**config.mk**
```make
export PLATFORM = sky130hd
export DESIGN_NAME = rsf_front_end
export DESIGN_NICKNAME = d
export VERILOG_FILES = /design/src/rsf_pkg.sv /design/src/rsf_uart_rx.sv /design/src/rsf_uart_tx.sv /design/src/rsf_front_end.sv
export SDC_FILE = /design/constraint.sdc
export NUM_CORES = 1
export LEC_CHECK = 0
export BUFFER_PORTS_ARGS = -buffer_cell sky130_fd_sc_hd__buf_2
export CAP_MARGIN = 0
export CORE_ASPECT_RATIO = 0.75
export CORE_UTILIZATION = 45
export DETAILED_ROUTE_END_ITERATION = 8
export GPL_TIMING_DRIVEN = 0
export PLACE_DENSITY_LB_ADDON = 0.05
export SLEW_MARGIN = 25
export SYNTH_ARGS = -nofsm -noshare
export SYNTH_HDL_FRONTEND = slang
export SYNTH_SLANG_ARGS = --single-unit
```
**constraint.sdc**
```tcl
create_clock -name core_clk -period 8.7 [get_ports core_clk]
set_input_delay 1.74 -clock core_clk [delete_from_list [all_inputs] [get_ports core_clk]]
set_output_delay 1.74 -clock core_clk [all_outputs]
set_load 0.05 [all_outputs]
```
**src/rsf_pkg.sv**
```systemverilog
// What this block does
// - Link runs 9600 baud, 8N1, both directions.
// - No flow control; no handshake lines used.
// - Received characters are never echoed back.
// - Reset always enters auto-detect mode.
// - Found tag reported as type prefix plus serial.
// - Report repeats while tag present, stops otherwise.
// - Any received character in auto mode enters command.
// - Entering command mode sends acknowledgement S.
// - Commands execute only in command mode.
// - Content is ASCII; bytes as two hex digits.
// - Command letters are case insensitive.
// - Commands need no CR LF terminator.
// - Every response ends with CR then LF.
// - Response letters upper case, except the prefix.
// - Mode-change command returns to auto, silently.
// - Power-save turns field off, answers P.
package rsf_pkg;
   localparam int unsigned CLK_HZ = 100000000;
   localparam int unsigned BAUD = 9600;
   localparam int unsigned BIT_CYC = (CLK_HZ + BAUD / 2) / BAUD;
   localparam int unsigned HALF_CYC = BIT_CYC / 2;
   localparam int unsigned DATA_BITS = 8;
   localparam logic [7:0] CH_CR = 8'h0D;
   localparam logic [7:0] CH_LF = 8'h0A;
   localparam logic [7:0] CH_S = 8'h53;
   localparam logic [7:0] CH_P = 8'h50;
   localparam logic [7:0] CH_N = 8'h4E;
   localparam logic [7:0] CH_C = 8'h43;
   localparam logic [7:0] CH_U = 8'h55;
   localparam logic [7:0] CH_T = 8'h54;
   localparam logic [7:0] CH_H = 8'h48;
   localparam logic [7:0] CH_HL = 8'h68;
   localparam logic [7:0] CASE_MASK = 8'hDF;
   localparam int unsigned SERIAL_BYTES = 5;
   typedef enum logic [1:0] {RSF_TAG_RO, RSF_TAG_RW32, RSF_TAG_RW7,
      RSF_TAG_RW64} rsf_tag_t;
endpackage

```
**src/rsf_uart_rx.sv**
```systemverilog
`timescale 1ns/10ps
module rsf_uart_rx #(
   parameter int unsigned BIT_CYC = rsf_pkg::BIT_CYC // Clock cycles per bit.
) (
   input wire logic core_clk, // System clock.
   input wire logic rst, // Asynchronous reset, active high.
   input wire logic rxd, // Serial line from the host.
   output logic rx_valid, // One-cycle pulse per good character.
   output logic [7:0] rx_data, // Received character.
   output logic rx_ferr // One-cycle pulse on a framing error.
);
   logic rxd_m_q, rxd_s_q;
   logic busy_q;
   logic armed_q;
   logic [15:0] cnt_q;
   logic [3:0] bit_q;
   logic [7:0] sh_q;

   // Two flops before anything looks at the pin.
   always_ff @(posedge core_clk or posedge rst) begin
      if (rst) begin
         rxd_m_q <= 1'b1;
         rxd_s_q <= 1'b1;
      end else begin
         rxd_m_q <= rxd;
         rxd_s_q <= rxd_m_q;
      end
   end

   // Sample mid-bit: half a period after the start edge, then whole bits.
   always_ff @(posedge core_clk or posedge rst) begin
      if (rst) begin
         busy_q <= 1'b0;
         armed_q <= 1'b0;
         cnt_q <= 16'h0000;
         bit_q <= 4'h0;
         sh_q <= 8'h00;
         rx_valid <= 1'b0;
         rx_ferr <= 1'b0;
         rx_data <= 8'h00;
      end else begin
         rx_valid <= 1'b0;
         rx_ferr <= 1'b0;
         if (!busy_q) begin
            // A low stop bit must not be taken for the next start bit,
            // so the line has to be seen idle before a new frame starts.
            if (rxd_s_q) begin
               armed_q <= 1'b1;
            end else if (armed_q) begin
               armed_q <= 1'b0;
               busy_q <= 1'b1;
               cnt_q <= 16'(BIT_CYC / 2 - 1);
               bit_q <= 4'h0;
            end
         end else if (cnt_q != 16'h0000) begin
            cnt_q <= cnt_q - 16'h0001;
         end else begin
            cnt_q <= 16'(BIT_CYC - 1);
            bit_q <= bit_q + 4'h1;
            if (bit_q == 4'h0) begin
               // A start bit gone high was a glitch.
               if (rxd_s_q) busy_q <= 1'b0;
            end else if (bit_q <= 4'(rsf_pkg::DATA_BITS)) begin
               sh_q <= {rxd_s_q, sh_q[7:1]};
            end else begin
               busy_q <= 1'b0;
               if (rxd_s_q) begin
                  rx_valid <= 1'b1;
                  rx_data <= sh_q;
               end else begin
                  rx_ferr <= 1'b1;
               end
            end
         end
      end
   end
endmodule // rsf_uart_rx

```
**src/rsf_uart_tx.sv**
```systemverilog
`timescale 1ns/10ps
module rsf_uart_tx #(
   parameter int unsigned BIT_CYC = rsf_pkg::BIT_CYC // Clock cycles per bit.
) (
   input wire logic core_clk, // System clock.
   input wire logic rst, // Asynchronous reset, active high.
   input wire logic tx_valid, // Character offered.
   output logic tx_ready, // Transmitter idle, takes the character.
   input wire logic [7:0] tx_data, // Character to send.
   output logic txd // Serial line to the host.
);
   logic busy_q;
   logic [15:0] cnt_q;
   logic [3:0] bit_q;
   logic [9:0] sh_q;

   assign tx_ready = !busy_q;

   always_ff @(posedge core_clk or posedge rst) begin
      if (rst) begin
         busy_q <= 1'b0;
         cnt_q <= 16'h0000;
         bit_q <= 4'h0;
         sh_q <= 10'h3FF;
         txd <= 1'b1;
      end else if (!busy_q) begin
         txd <= 1'b1;
         if (tx_valid) begin
            // Frame is start, eight data bits LSB first, one stop.
            busy_q <= 1'b1;
            sh_q <= {1'b1, tx_data, 1'b0};
            cnt_q <= 16'(BIT_CYC - 1);
            bit_q <= 4'h0;
            txd <= 1'b0;
         end
      end else if (cnt_q != 16'h0000) begin
         cnt_q <= cnt_q - 16'h0001;
      end else begin
         cnt_q <= 16'(BIT_CYC - 1);
         bit_q <= bit_q + 4'h1;
         sh_q <= {1'b1, sh_q[9:1]};
         txd <= sh_q[1];
         if (bit_q == 4'h9) begin
            busy_q <= 1'b0;
            txd <= 1'b1;
         end
      end
   end
endmodule // rsf_uart_tx

```
**src/rsf_front_end.sv**
```systemverilog
`timescale 1ns/10ps
module rsf_front_end #(
   parameter int unsigned BIT_CYC = rsf_pkg::BIT_CYC // Clock cycles per bit.
) (
   input wire logic core_clk, // System clock, 100 MHz.
   input wire logic rst, // Asynchronous reset, active high.
   input wire logic rxd, // Serial data from the host.
   output logic txd, // Serial data to the host.
   input wire logic tag_present, // Reader core sees a tag, level.
   input wire logic [1:0] tag_type, // Class of the present tag.
   input wire logic [39:0] tag_serial, // Serial number of the tag.
   output logic auto_mode, // High while in auto-detect mode.
   output logic field_on, // Radio field enable.
   output logic cmd_valid, // Other command letter for the core, pulse.
   output logic [7:0] cmd_char, // Upper-cased command letter.
   output logic rx_ferr // Framing error seen, pulse.
);
   typedef enum {RSF_AUTO, RSF_ACK, RSF_CMD, RSF_REPORT,
      RSF_PWR} rsf_mode_t;
   rsf_mode_t mode_q;
   logic rx_valid;
   logic [7:0] rx_data, up_char;
   logic tx_valid, tx_ready;
   logic [7:0] tx_data;
   // Two-entry buffer between the message builder and the transmitter.
   logic [7:0] buf_q [2];
   logic [1:0] cnt_q;
   logic wr_ptr_q, rd_ptr_q;
   logic src_valid, src_ready;
   logic [7:0] src_char;
   logic [3:0] idx_q, msg_len;
   logic [39:0] ser_q;
   logic [1:0] typ_q;
   // A character that arrives during a report waits here until the line ends.
   logic pend_q;

   rsf_uart_rx #(.BIT_CYC(BIT_CYC)) u_rx (
      .core_clk(core_clk),
      .rst(rst),
      .rxd(rxd),
      .rx_valid(rx_valid),
      .rx_data(rx_data),
      .rx_ferr(rx_ferr)
   );

   rsf_uart_tx #(.BIT_CYC(BIT_CYC)) u_tx (
      .core_clk(core_clk),
      .rst(rst),
      .tx_valid(tx_valid),
      .tx_ready(tx_ready),
      .tx_data(tx_data),
      .txd(txd)
   );

   assign up_char = rx_data & rsf_pkg::CASE_MASK;

   function automatic logic [7:0] hex_ch(input logic [3:0] n);
      // Upper-case digits only, so A-F never go out in lower case.
      hex_ch = (n < 4'hA) ? {4'h3, n} : 8'(8'h37 + {4'h0, n});
   endfunction

   // Report length: prefix, ten hex digits, CR, LF.
   localparam logic [3:0] REP_LEN = 4'(2 * rsf_pkg::SERIAL_BYTES + 3);

   always_comb begin
      src_char = rsf_pkg::CH_LF;
      msg_len = 4'h3;
      if (mode_q == RSF_REPORT) begin
         msg_len = REP_LEN;
         if (idx_q == 4'h0) begin
            unique case (typ_q)
               2'(rsf_pkg::RSF_TAG_RO): src_char = rsf_pkg::CH_U;
               2'(rsf_pkg::RSF_TAG_RW32): src_char = rsf_pkg::CH_T;
               2'(rsf_pkg::RSF_TAG_RW7): src_char = rsf_pkg::CH_H;
               default: src_char = rsf_pkg::CH_HL;
            endcase
         end else if (idx_q <= 4'(2 * rsf_pkg::SERIAL_BYTES)) begin
            // Two hex digits per byte, most significant nibble first.
            src_char = hex_ch(ser_q[39:36]);
         end else if (idx_q == REP_LEN - 4'h2) begin
            src_char = rsf_pkg::CH_CR;
         end
      end else begin
         if (idx_q == 4'h0) begin
            src_char = (mode_q == RSF_PWR) ? rsf_pkg::CH_P : rsf_pkg::CH_S;
         end else if (idx_q == 4'h1) begin
            src_char = rsf_pkg::CH_CR;
         end
      end
   end

   // Only the message builder feeds the buffer; received bytes never do.
   assign src_valid = (mode_q == RSF_ACK) || (mode_q == RSF_REPORT) ||
      (mode_q == RSF_PWR);
   assign src_ready = (cnt_q != 2'h2);
   assign tx_valid = (cnt_q != 2'h0);
   assign tx_data = buf_q[rd_ptr_q];

   always_ff @(posedge core_clk or posedge rst) begin
      if (rst) begin
         cnt_q <= 2'h0;
         wr_ptr_q <= 1'b0;
         rd_ptr_q <= 1'b0;
         buf_q[0] <= 8'h00;
         buf_q[1] <= 8'h00;
      end else begin
         if (src_valid && src_ready) begin
            buf_q[wr_ptr_q] <= src_char;
            wr_ptr_q <= !wr_ptr_q;
         end
         if (tx_valid && tx_ready) rd_ptr_q <= !rd_ptr_q;
         cnt_q <= cnt_q + 2'(src_valid && src_ready) -
            2'(tx_valid && tx_ready);
      end
   end

   wire msg_done = src_valid && src_ready && (idx_q == msg_len - 4'h1);

   // Mode sequencing. No flow-control line exists; the host is never paced.
   always_ff @(posedge core_clk or posedge rst) begin
      if (rst) begin
         mode_q <= RSF_AUTO;
         idx_q <= 4'h0;
         ser_q <= 40'h0;
         typ_q <= 2'h0;
         pend_q <= 1'b0;
         field_on <= 1'b1;
         cmd_valid <= 1'b0;
         cmd_char <= 8'h00;
      end else begin
         cmd_valid <= 1'b0;
         if (src_valid && src_ready) begin
            idx_q <= idx_q + 4'h1;
            if (mode_q == RSF_REPORT && idx_q != 4'h0)
               ser_q <= {ser_q[35:0], 4'h0};
         end
         unique case (mode_q)
            RSF_AUTO: begin
               idx_q <= 4'h0;
               if (rx_valid) begin
                  // Any value switches mode and is never executed.
                  mode_q <= RSF_ACK;
               end else if (tag_present) begin
                  mode_q <= RSF_REPORT;
                  ser_q <= tag_serial;
                  typ_q <= tag_type;
               end
            end
            RSF_REPORT: begin
               // A report in flight finishes, so the host sees whole lines.
               if (rx_valid) pend_q <= 1'b1;
               if (msg_done) begin
                  idx_q <= 4'h0;
                  pend_q <= 1'b0;
                  mode_q <= (pend_q || rx_valid) ? RSF_ACK : RSF_AUTO;
               end
            end
            RSF_ACK, RSF_PWR: begin
               if (msg_done) begin
                  idx_q <= 4'h0;
                  mode_q <= RSF_CMD;
               end
            end
            RSF_CMD: begin
               idx_q <= 4'h0;
               // Each letter acts alone; no terminator is awaited.
               if (rx_valid) begin
                  field_on <= 1'b1;
                  if (up_char == rsf_pkg::CH_C) begin
                     mode_q <= RSF_AUTO;
                  end else if (up_char == rsf_pkg::CH_P) begin
                     field_on <= 1'b0;
                     mode_q <= RSF_PWR;
                  end else begin
                     cmd_valid <= 1'b1;
                     cmd_char <= up_char;
                  end
               end
            end
         endcase
      end
   end

   assign auto_mode = (mode_q == RSF_AUTO) || (mode_q == RSF_REPORT);

   chk_ferr_no_switch: assert property (@(posedge core_clk) disable iff (rst)
      rx_ferr && mode_q == RSF_AUTO |=> mode_q != RSF_ACK)
      else $error("framing error switched mode");
   chk_rx_to_ack: assert property (@(posedge core_clk) disable iff (rst)
      rx_valid && mode_q == RSF_AUTO |=> mode_q == RSF_ACK)
      else $error("character in auto mode did not switch");
   chk_ack_first: assert property (@(posedge core_clk) disable iff (rst)
      mode_q == RSF_ACK && idx_q == 4'h0 && src_ready |-> src_char == rsf_pkg::CH_S)
      else $error("acknowledge is not S");
   chk_cr_before_lf: assert property (@(posedge core_clk) disable iff (rst)
      src_valid && src_ready && src_char == rsf_pkg::CH_CR |=>
      src_char == rsf_pkg::CH_LF)
      else $error("CR not followed by LF");
   chk_no_cmd_auto: assert property (@(posedge core_clk) disable iff (rst)
      rx_valid && mode_q != RSF_CMD |=> !cmd_valid)
      else $error("command outside command mode");
   chk_c_to_auto: assert property (@(posedge core_clk) disable iff (rst)
      rx_valid && mode_q == RSF_CMD && up_char == rsf_pkg::CH_C |=>
      mode_q == RSF_AUTO && !src_valid)
      else $error("mode change failed or answered");
   chk_p_field_off: assert property (@(posedge core_clk) disable iff (rst)
      rx_valid && mode_q == RSF_CMD && up_char == rsf_pkg::CH_P |=>
      !field_on && src_char == rsf_pkg::CH_P)
      else $error("power save failed");
   chk_no_lower: assert property (@(posedge core_clk) disable iff (rst)
      src_valid && idx_q != 4'h0 |-> !(src_char >= 8'h61 && src_char <= 8'h7A))
      else $error("lower-case response letter");
   chk_buf_bound: assert property (@(posedge core_clk) disable iff (rst)
      cnt_q <= 2'h2)
      else $error("buffer overfilled");
   chk_ferr_no_cmd: assert property (@(posedge core_clk) disable iff (rst)
      rx_ferr |=> !cmd_valid)
      else $error("framing error gave a command");
   chk_field_restore: assert property (@(posedge core_clk) disable iff (rst)
      rx_valid && mode_q == RSF_CMD |=>
      field_on == (up_char != rsf_pkg::CH_P))
      else $error("field not restored by command");
   chk_cmd_upper: assert property (@(posedge core_clk) disable iff (rst)
      cmd_valid |-> !(cmd_char >= 8'h61 && cmd_char <= 8'h7A))
      else $error("command letter not upper case");
   chk_tag_report: assert property (@(posedge core_clk) disable iff (rst)
      mode_q == RSF_AUTO && tag_present && !rx_valid |=>
      mode_q == RSF_REPORT)
      else $error("present tag not reported");
   chk_no_tag_idle: assert property (@(posedge core_clk) disable iff (rst)
      mode_q == RSF_AUTO && !tag_present && !rx_valid |=>
      mode_q == RSF_AUTO)
      else $error("report without a tag");
   chk_pend_ack: assert property (@(posedge core_clk) disable iff (rst)
      mode_q == RSF_REPORT && msg_done && (pend_q || rx_valid) |=>
      mode_q == RSF_ACK)
      else $error("character during report lost");
endmodule // rsf_front_end

```
==> results by group <==
Status
  • Status: finished, final reports clean

Layout
  • Most common cell after layout, fill and taps aside: dfrtp_1
  • Most frequent cells in the layout: dfrtp_1, nand2_1, buf_2, o21ai_1, nor2_1
  • Layout Nets: 870
  • Share of cells above drive strength 1: 0.1833
  • Final design area excluding fillers: 0.008504 mm2
  • Area growth syn-to-layout: 15.28%
  • Final antenna diode count: 0

STA
  • Max Slew Vio Count: 0
  • Worst-margin pin slew: 0.7895 ns
  • Crit path time final: 3.488 ns
  • RSZ-0062 raised after global routing: false
  • Final Cycle Share: 0.4009
  • Rel. slew slack: 0.4679
  • Hold Fails Final Rpt: 0
  • Setup Skew: 0.008972 ns
  • Setup TNS: 0 ns
  • Final setup viols: 0
  • Top achievable clock speed: 0.2867 GHz

Route
  • Top layer in use: met4
  • Vias after detailed routing: 5716
  • Met2 routed WL: 7260 um
  • Detailed Routing Iterations Pass 1: 4
  • Iteration-0 DRC Markers: 317
  • Detailed Route WL: 16240 um
  • DR vias/cell: 5.528
  • Met3 Wirelength: 604 um
  • Antenna-violating nets left: 0
  • Routed met1 length: 8200 um
  • Number of remaining DRC errors: 0
  • Wire per inst: 15.71 um

Floorplanning
  • DIE HEIGHT: 112.9 um
  • Core area: 0.01602 mm2
  • Die area: 0.01692 mm2
  • Initial core utilization: 0.4606
  • Die width: 149.8 um
  • Row cnt: 40
  • I/O pins: 59

Clock network
  • Post-CTS setup buffer count: 0
  • CTS clk-pin slew, worst paths: 0.06 ns
  • Root buffer cell: clkbuf_16
  • Quantity of gates resized following cts: 0
  • Hold buffer count at cts: 0
  • Number of H-tree levels: 4
  • TritonCTS clock tree: done
  • CTS sink count: 148
  • Max clock buf depth: 2
  • Total CTS buffers: 17
  • Clk_lat worst skew: 0.42 ns

Power and ir drop
  • Total power: 1.640 mW
  • P per Cell Area: 192.8 mW/mm2
  • Peak supply drop: 0.0001371 V
  • P_leak: 3.995 nW

Global route
  • Total GRT Usage: 0.2051
  • Initial antenna violation count: 0
  • First-pass GRT wire length: 27390 um
  • Largest net degree at the start of global routing: 93
  • Vias in the first global route: 5574
  • Global route overflow: 0

Flow run
  • Max Cap Viol: 0

Placement
  • GP Congestion: 0.8402
  • Port Buf Inserts: 57
  • HPWL Detailed: 11480 um
  • Cell Area, Placed: 0.007969 mm2

Yosys
  • Top_reg_cell synth: dfrtp_1
  • Synth area leader: dfrtp_1
  • Mean post-synth cell area: 10.05 um2
  • Share of synthesized flip-flops with an asynchronous set or reset: 1.000
  • Yosys warnings: 0
  • Post-Syn Nets: 793
  • Flops & latches, synth: 148
  • Library cells used by synthesis: 65
  • Post-synth EDFFs: 0
  • Synth area leaders: dfrtp_1, nand2_1, mux2i_1, dfstp_2, mux2_2
  • Post-synthesis sequential area ratio: 0.5041
  • Cells after Synth: 734
  • Top cell type's share of synthesized area: 0.4613
  • Cell area after synthesis: 0.007377 mm2

Setup path
  • Crit path launch type: flop
  • Reg2reg start: u_rx.cnt_q[0]
  • Critical Path End Type: output pin
  • Critical path arrival: 1.75 ns
  • Reg2reg end: u_rx.sh_q[7]
  • Reg2Reg Depth: 9
  • Critical path fanouts, max: 10
  • Worst EP required: 6.96 ns
  • CP Class: reg -> out
  • FF-to-FF setup slack: 6.16 ns

Min path
  • Worst Hold Class: reg -> reg
  • Worst Hold Path Cells: 0
  • Hold Crit Start: u_rx.rxd_m_q
  • Worst Hold Endpoint: u_rx.rxd_s_q
[logic make-up after synthesis]
kind of cell    count (synthesis)  share of synthesized area
xor+xnor                       13                    0.01543
flops                         148                     0.5041
simple gates                  248                     0.1728
mux                            69                     0.1031
buf+inv                        59                    0.03290
compound gates                183                     0.1491
other cells                     1                  0.0005083
fa+ha+maj                      13                    0.02205
[per-stage QoR]
step	setup slack, ns	instances	util	hold slack, ns
after floorplan	3.000	734	-	0.3452
after global placement	1.376	1001	0.4948	0.3466
after detailed placement	5.512	1002	0.4976	0.3510
after CTS	5.204	1034	0.5310	0.3596
after global routing	5.124	1034	0.5310	0.3585
final	5.212	1034	0.5310	0.3569
[cell usage after synthesis, drive strengths merged, types with 6 or more instances]
master	count
nor2	39
xnor2	8
nor3	20
ha	13
buf	10
nor4	9
o31ai	7
nand4	6
a21o	6
inv	23
clkbuf	25
nand3	21
a31oi	19
a21oi	30
dfstp	12
o22ai	12
dfrtp	136
nand2b	8
or3	8
nand2	100
o21ai	80
mux2i	37
mux2	32
[routing by layer]
metal	up-vias	GRT usage
li1	2797	-
met1	2804	0.2981
met2	98	0.3040
met3	17	0.04274
met4	0	0.06936
met5	-	0
[worst max path at each step]
stage | start | endpoint | slack [ns] | cells after the start
final | mode_q[1] | auto_mode | 5.21 | 4
after global routing | mode_q[1] | auto_mode | 5.12 | 4
after CTS | mode_q[1] | auto_mode | 5.20 | 4
after detailed placement | tag_present | ser_q[4] | 5.51 | 5
after global placement | rst | buf_q[0] | 1.38 | 2
after floorplan | rst | buf_q[0] | 3.00 | 1
[where the power goes]
part           switching [mW]  leakage, nW  internal [mW]
Sequential             0.0614         1.80          0.741
Clock                   0.268        0.269          0.405
Combinational          0.0856         1.92         0.0786
[area by class of cell]
cell class	instances	area (um2)
multi-input cells	527	3425
flip-flops and latches	148	3719
plain buffers	35	152.6
clock buffers	25	475.5
fillers	1454	7511
well taps	210	262.8
clock inverters	7	60.06
inverters	24	97.59
repair buffers	58	312.8
[registers in the layout, summed over array words and instances, names as in the netlist, 3 cells and up]
signal,cells
u_rx.rx_data,7
u_tx.sh_q,8
buf_q,14
mode_q,3
u_rx.cnt_q,16
u_rx.bit_q,4
u_tx.bit_q,4
u_tx.cnt_q,16
cmd_char,7
idx_q,4
ser_q,40
u_rx.sh_q,8
[worst max-delay path, cell delays in order (launching register included)]
cell and delay [ns]:
dfrtp_1 0.35, clkbuf_1 0.33, nand2_1 0.13, a21oi_1 0.23, buf_2 0.31
(Power assumes the default switching activity.)
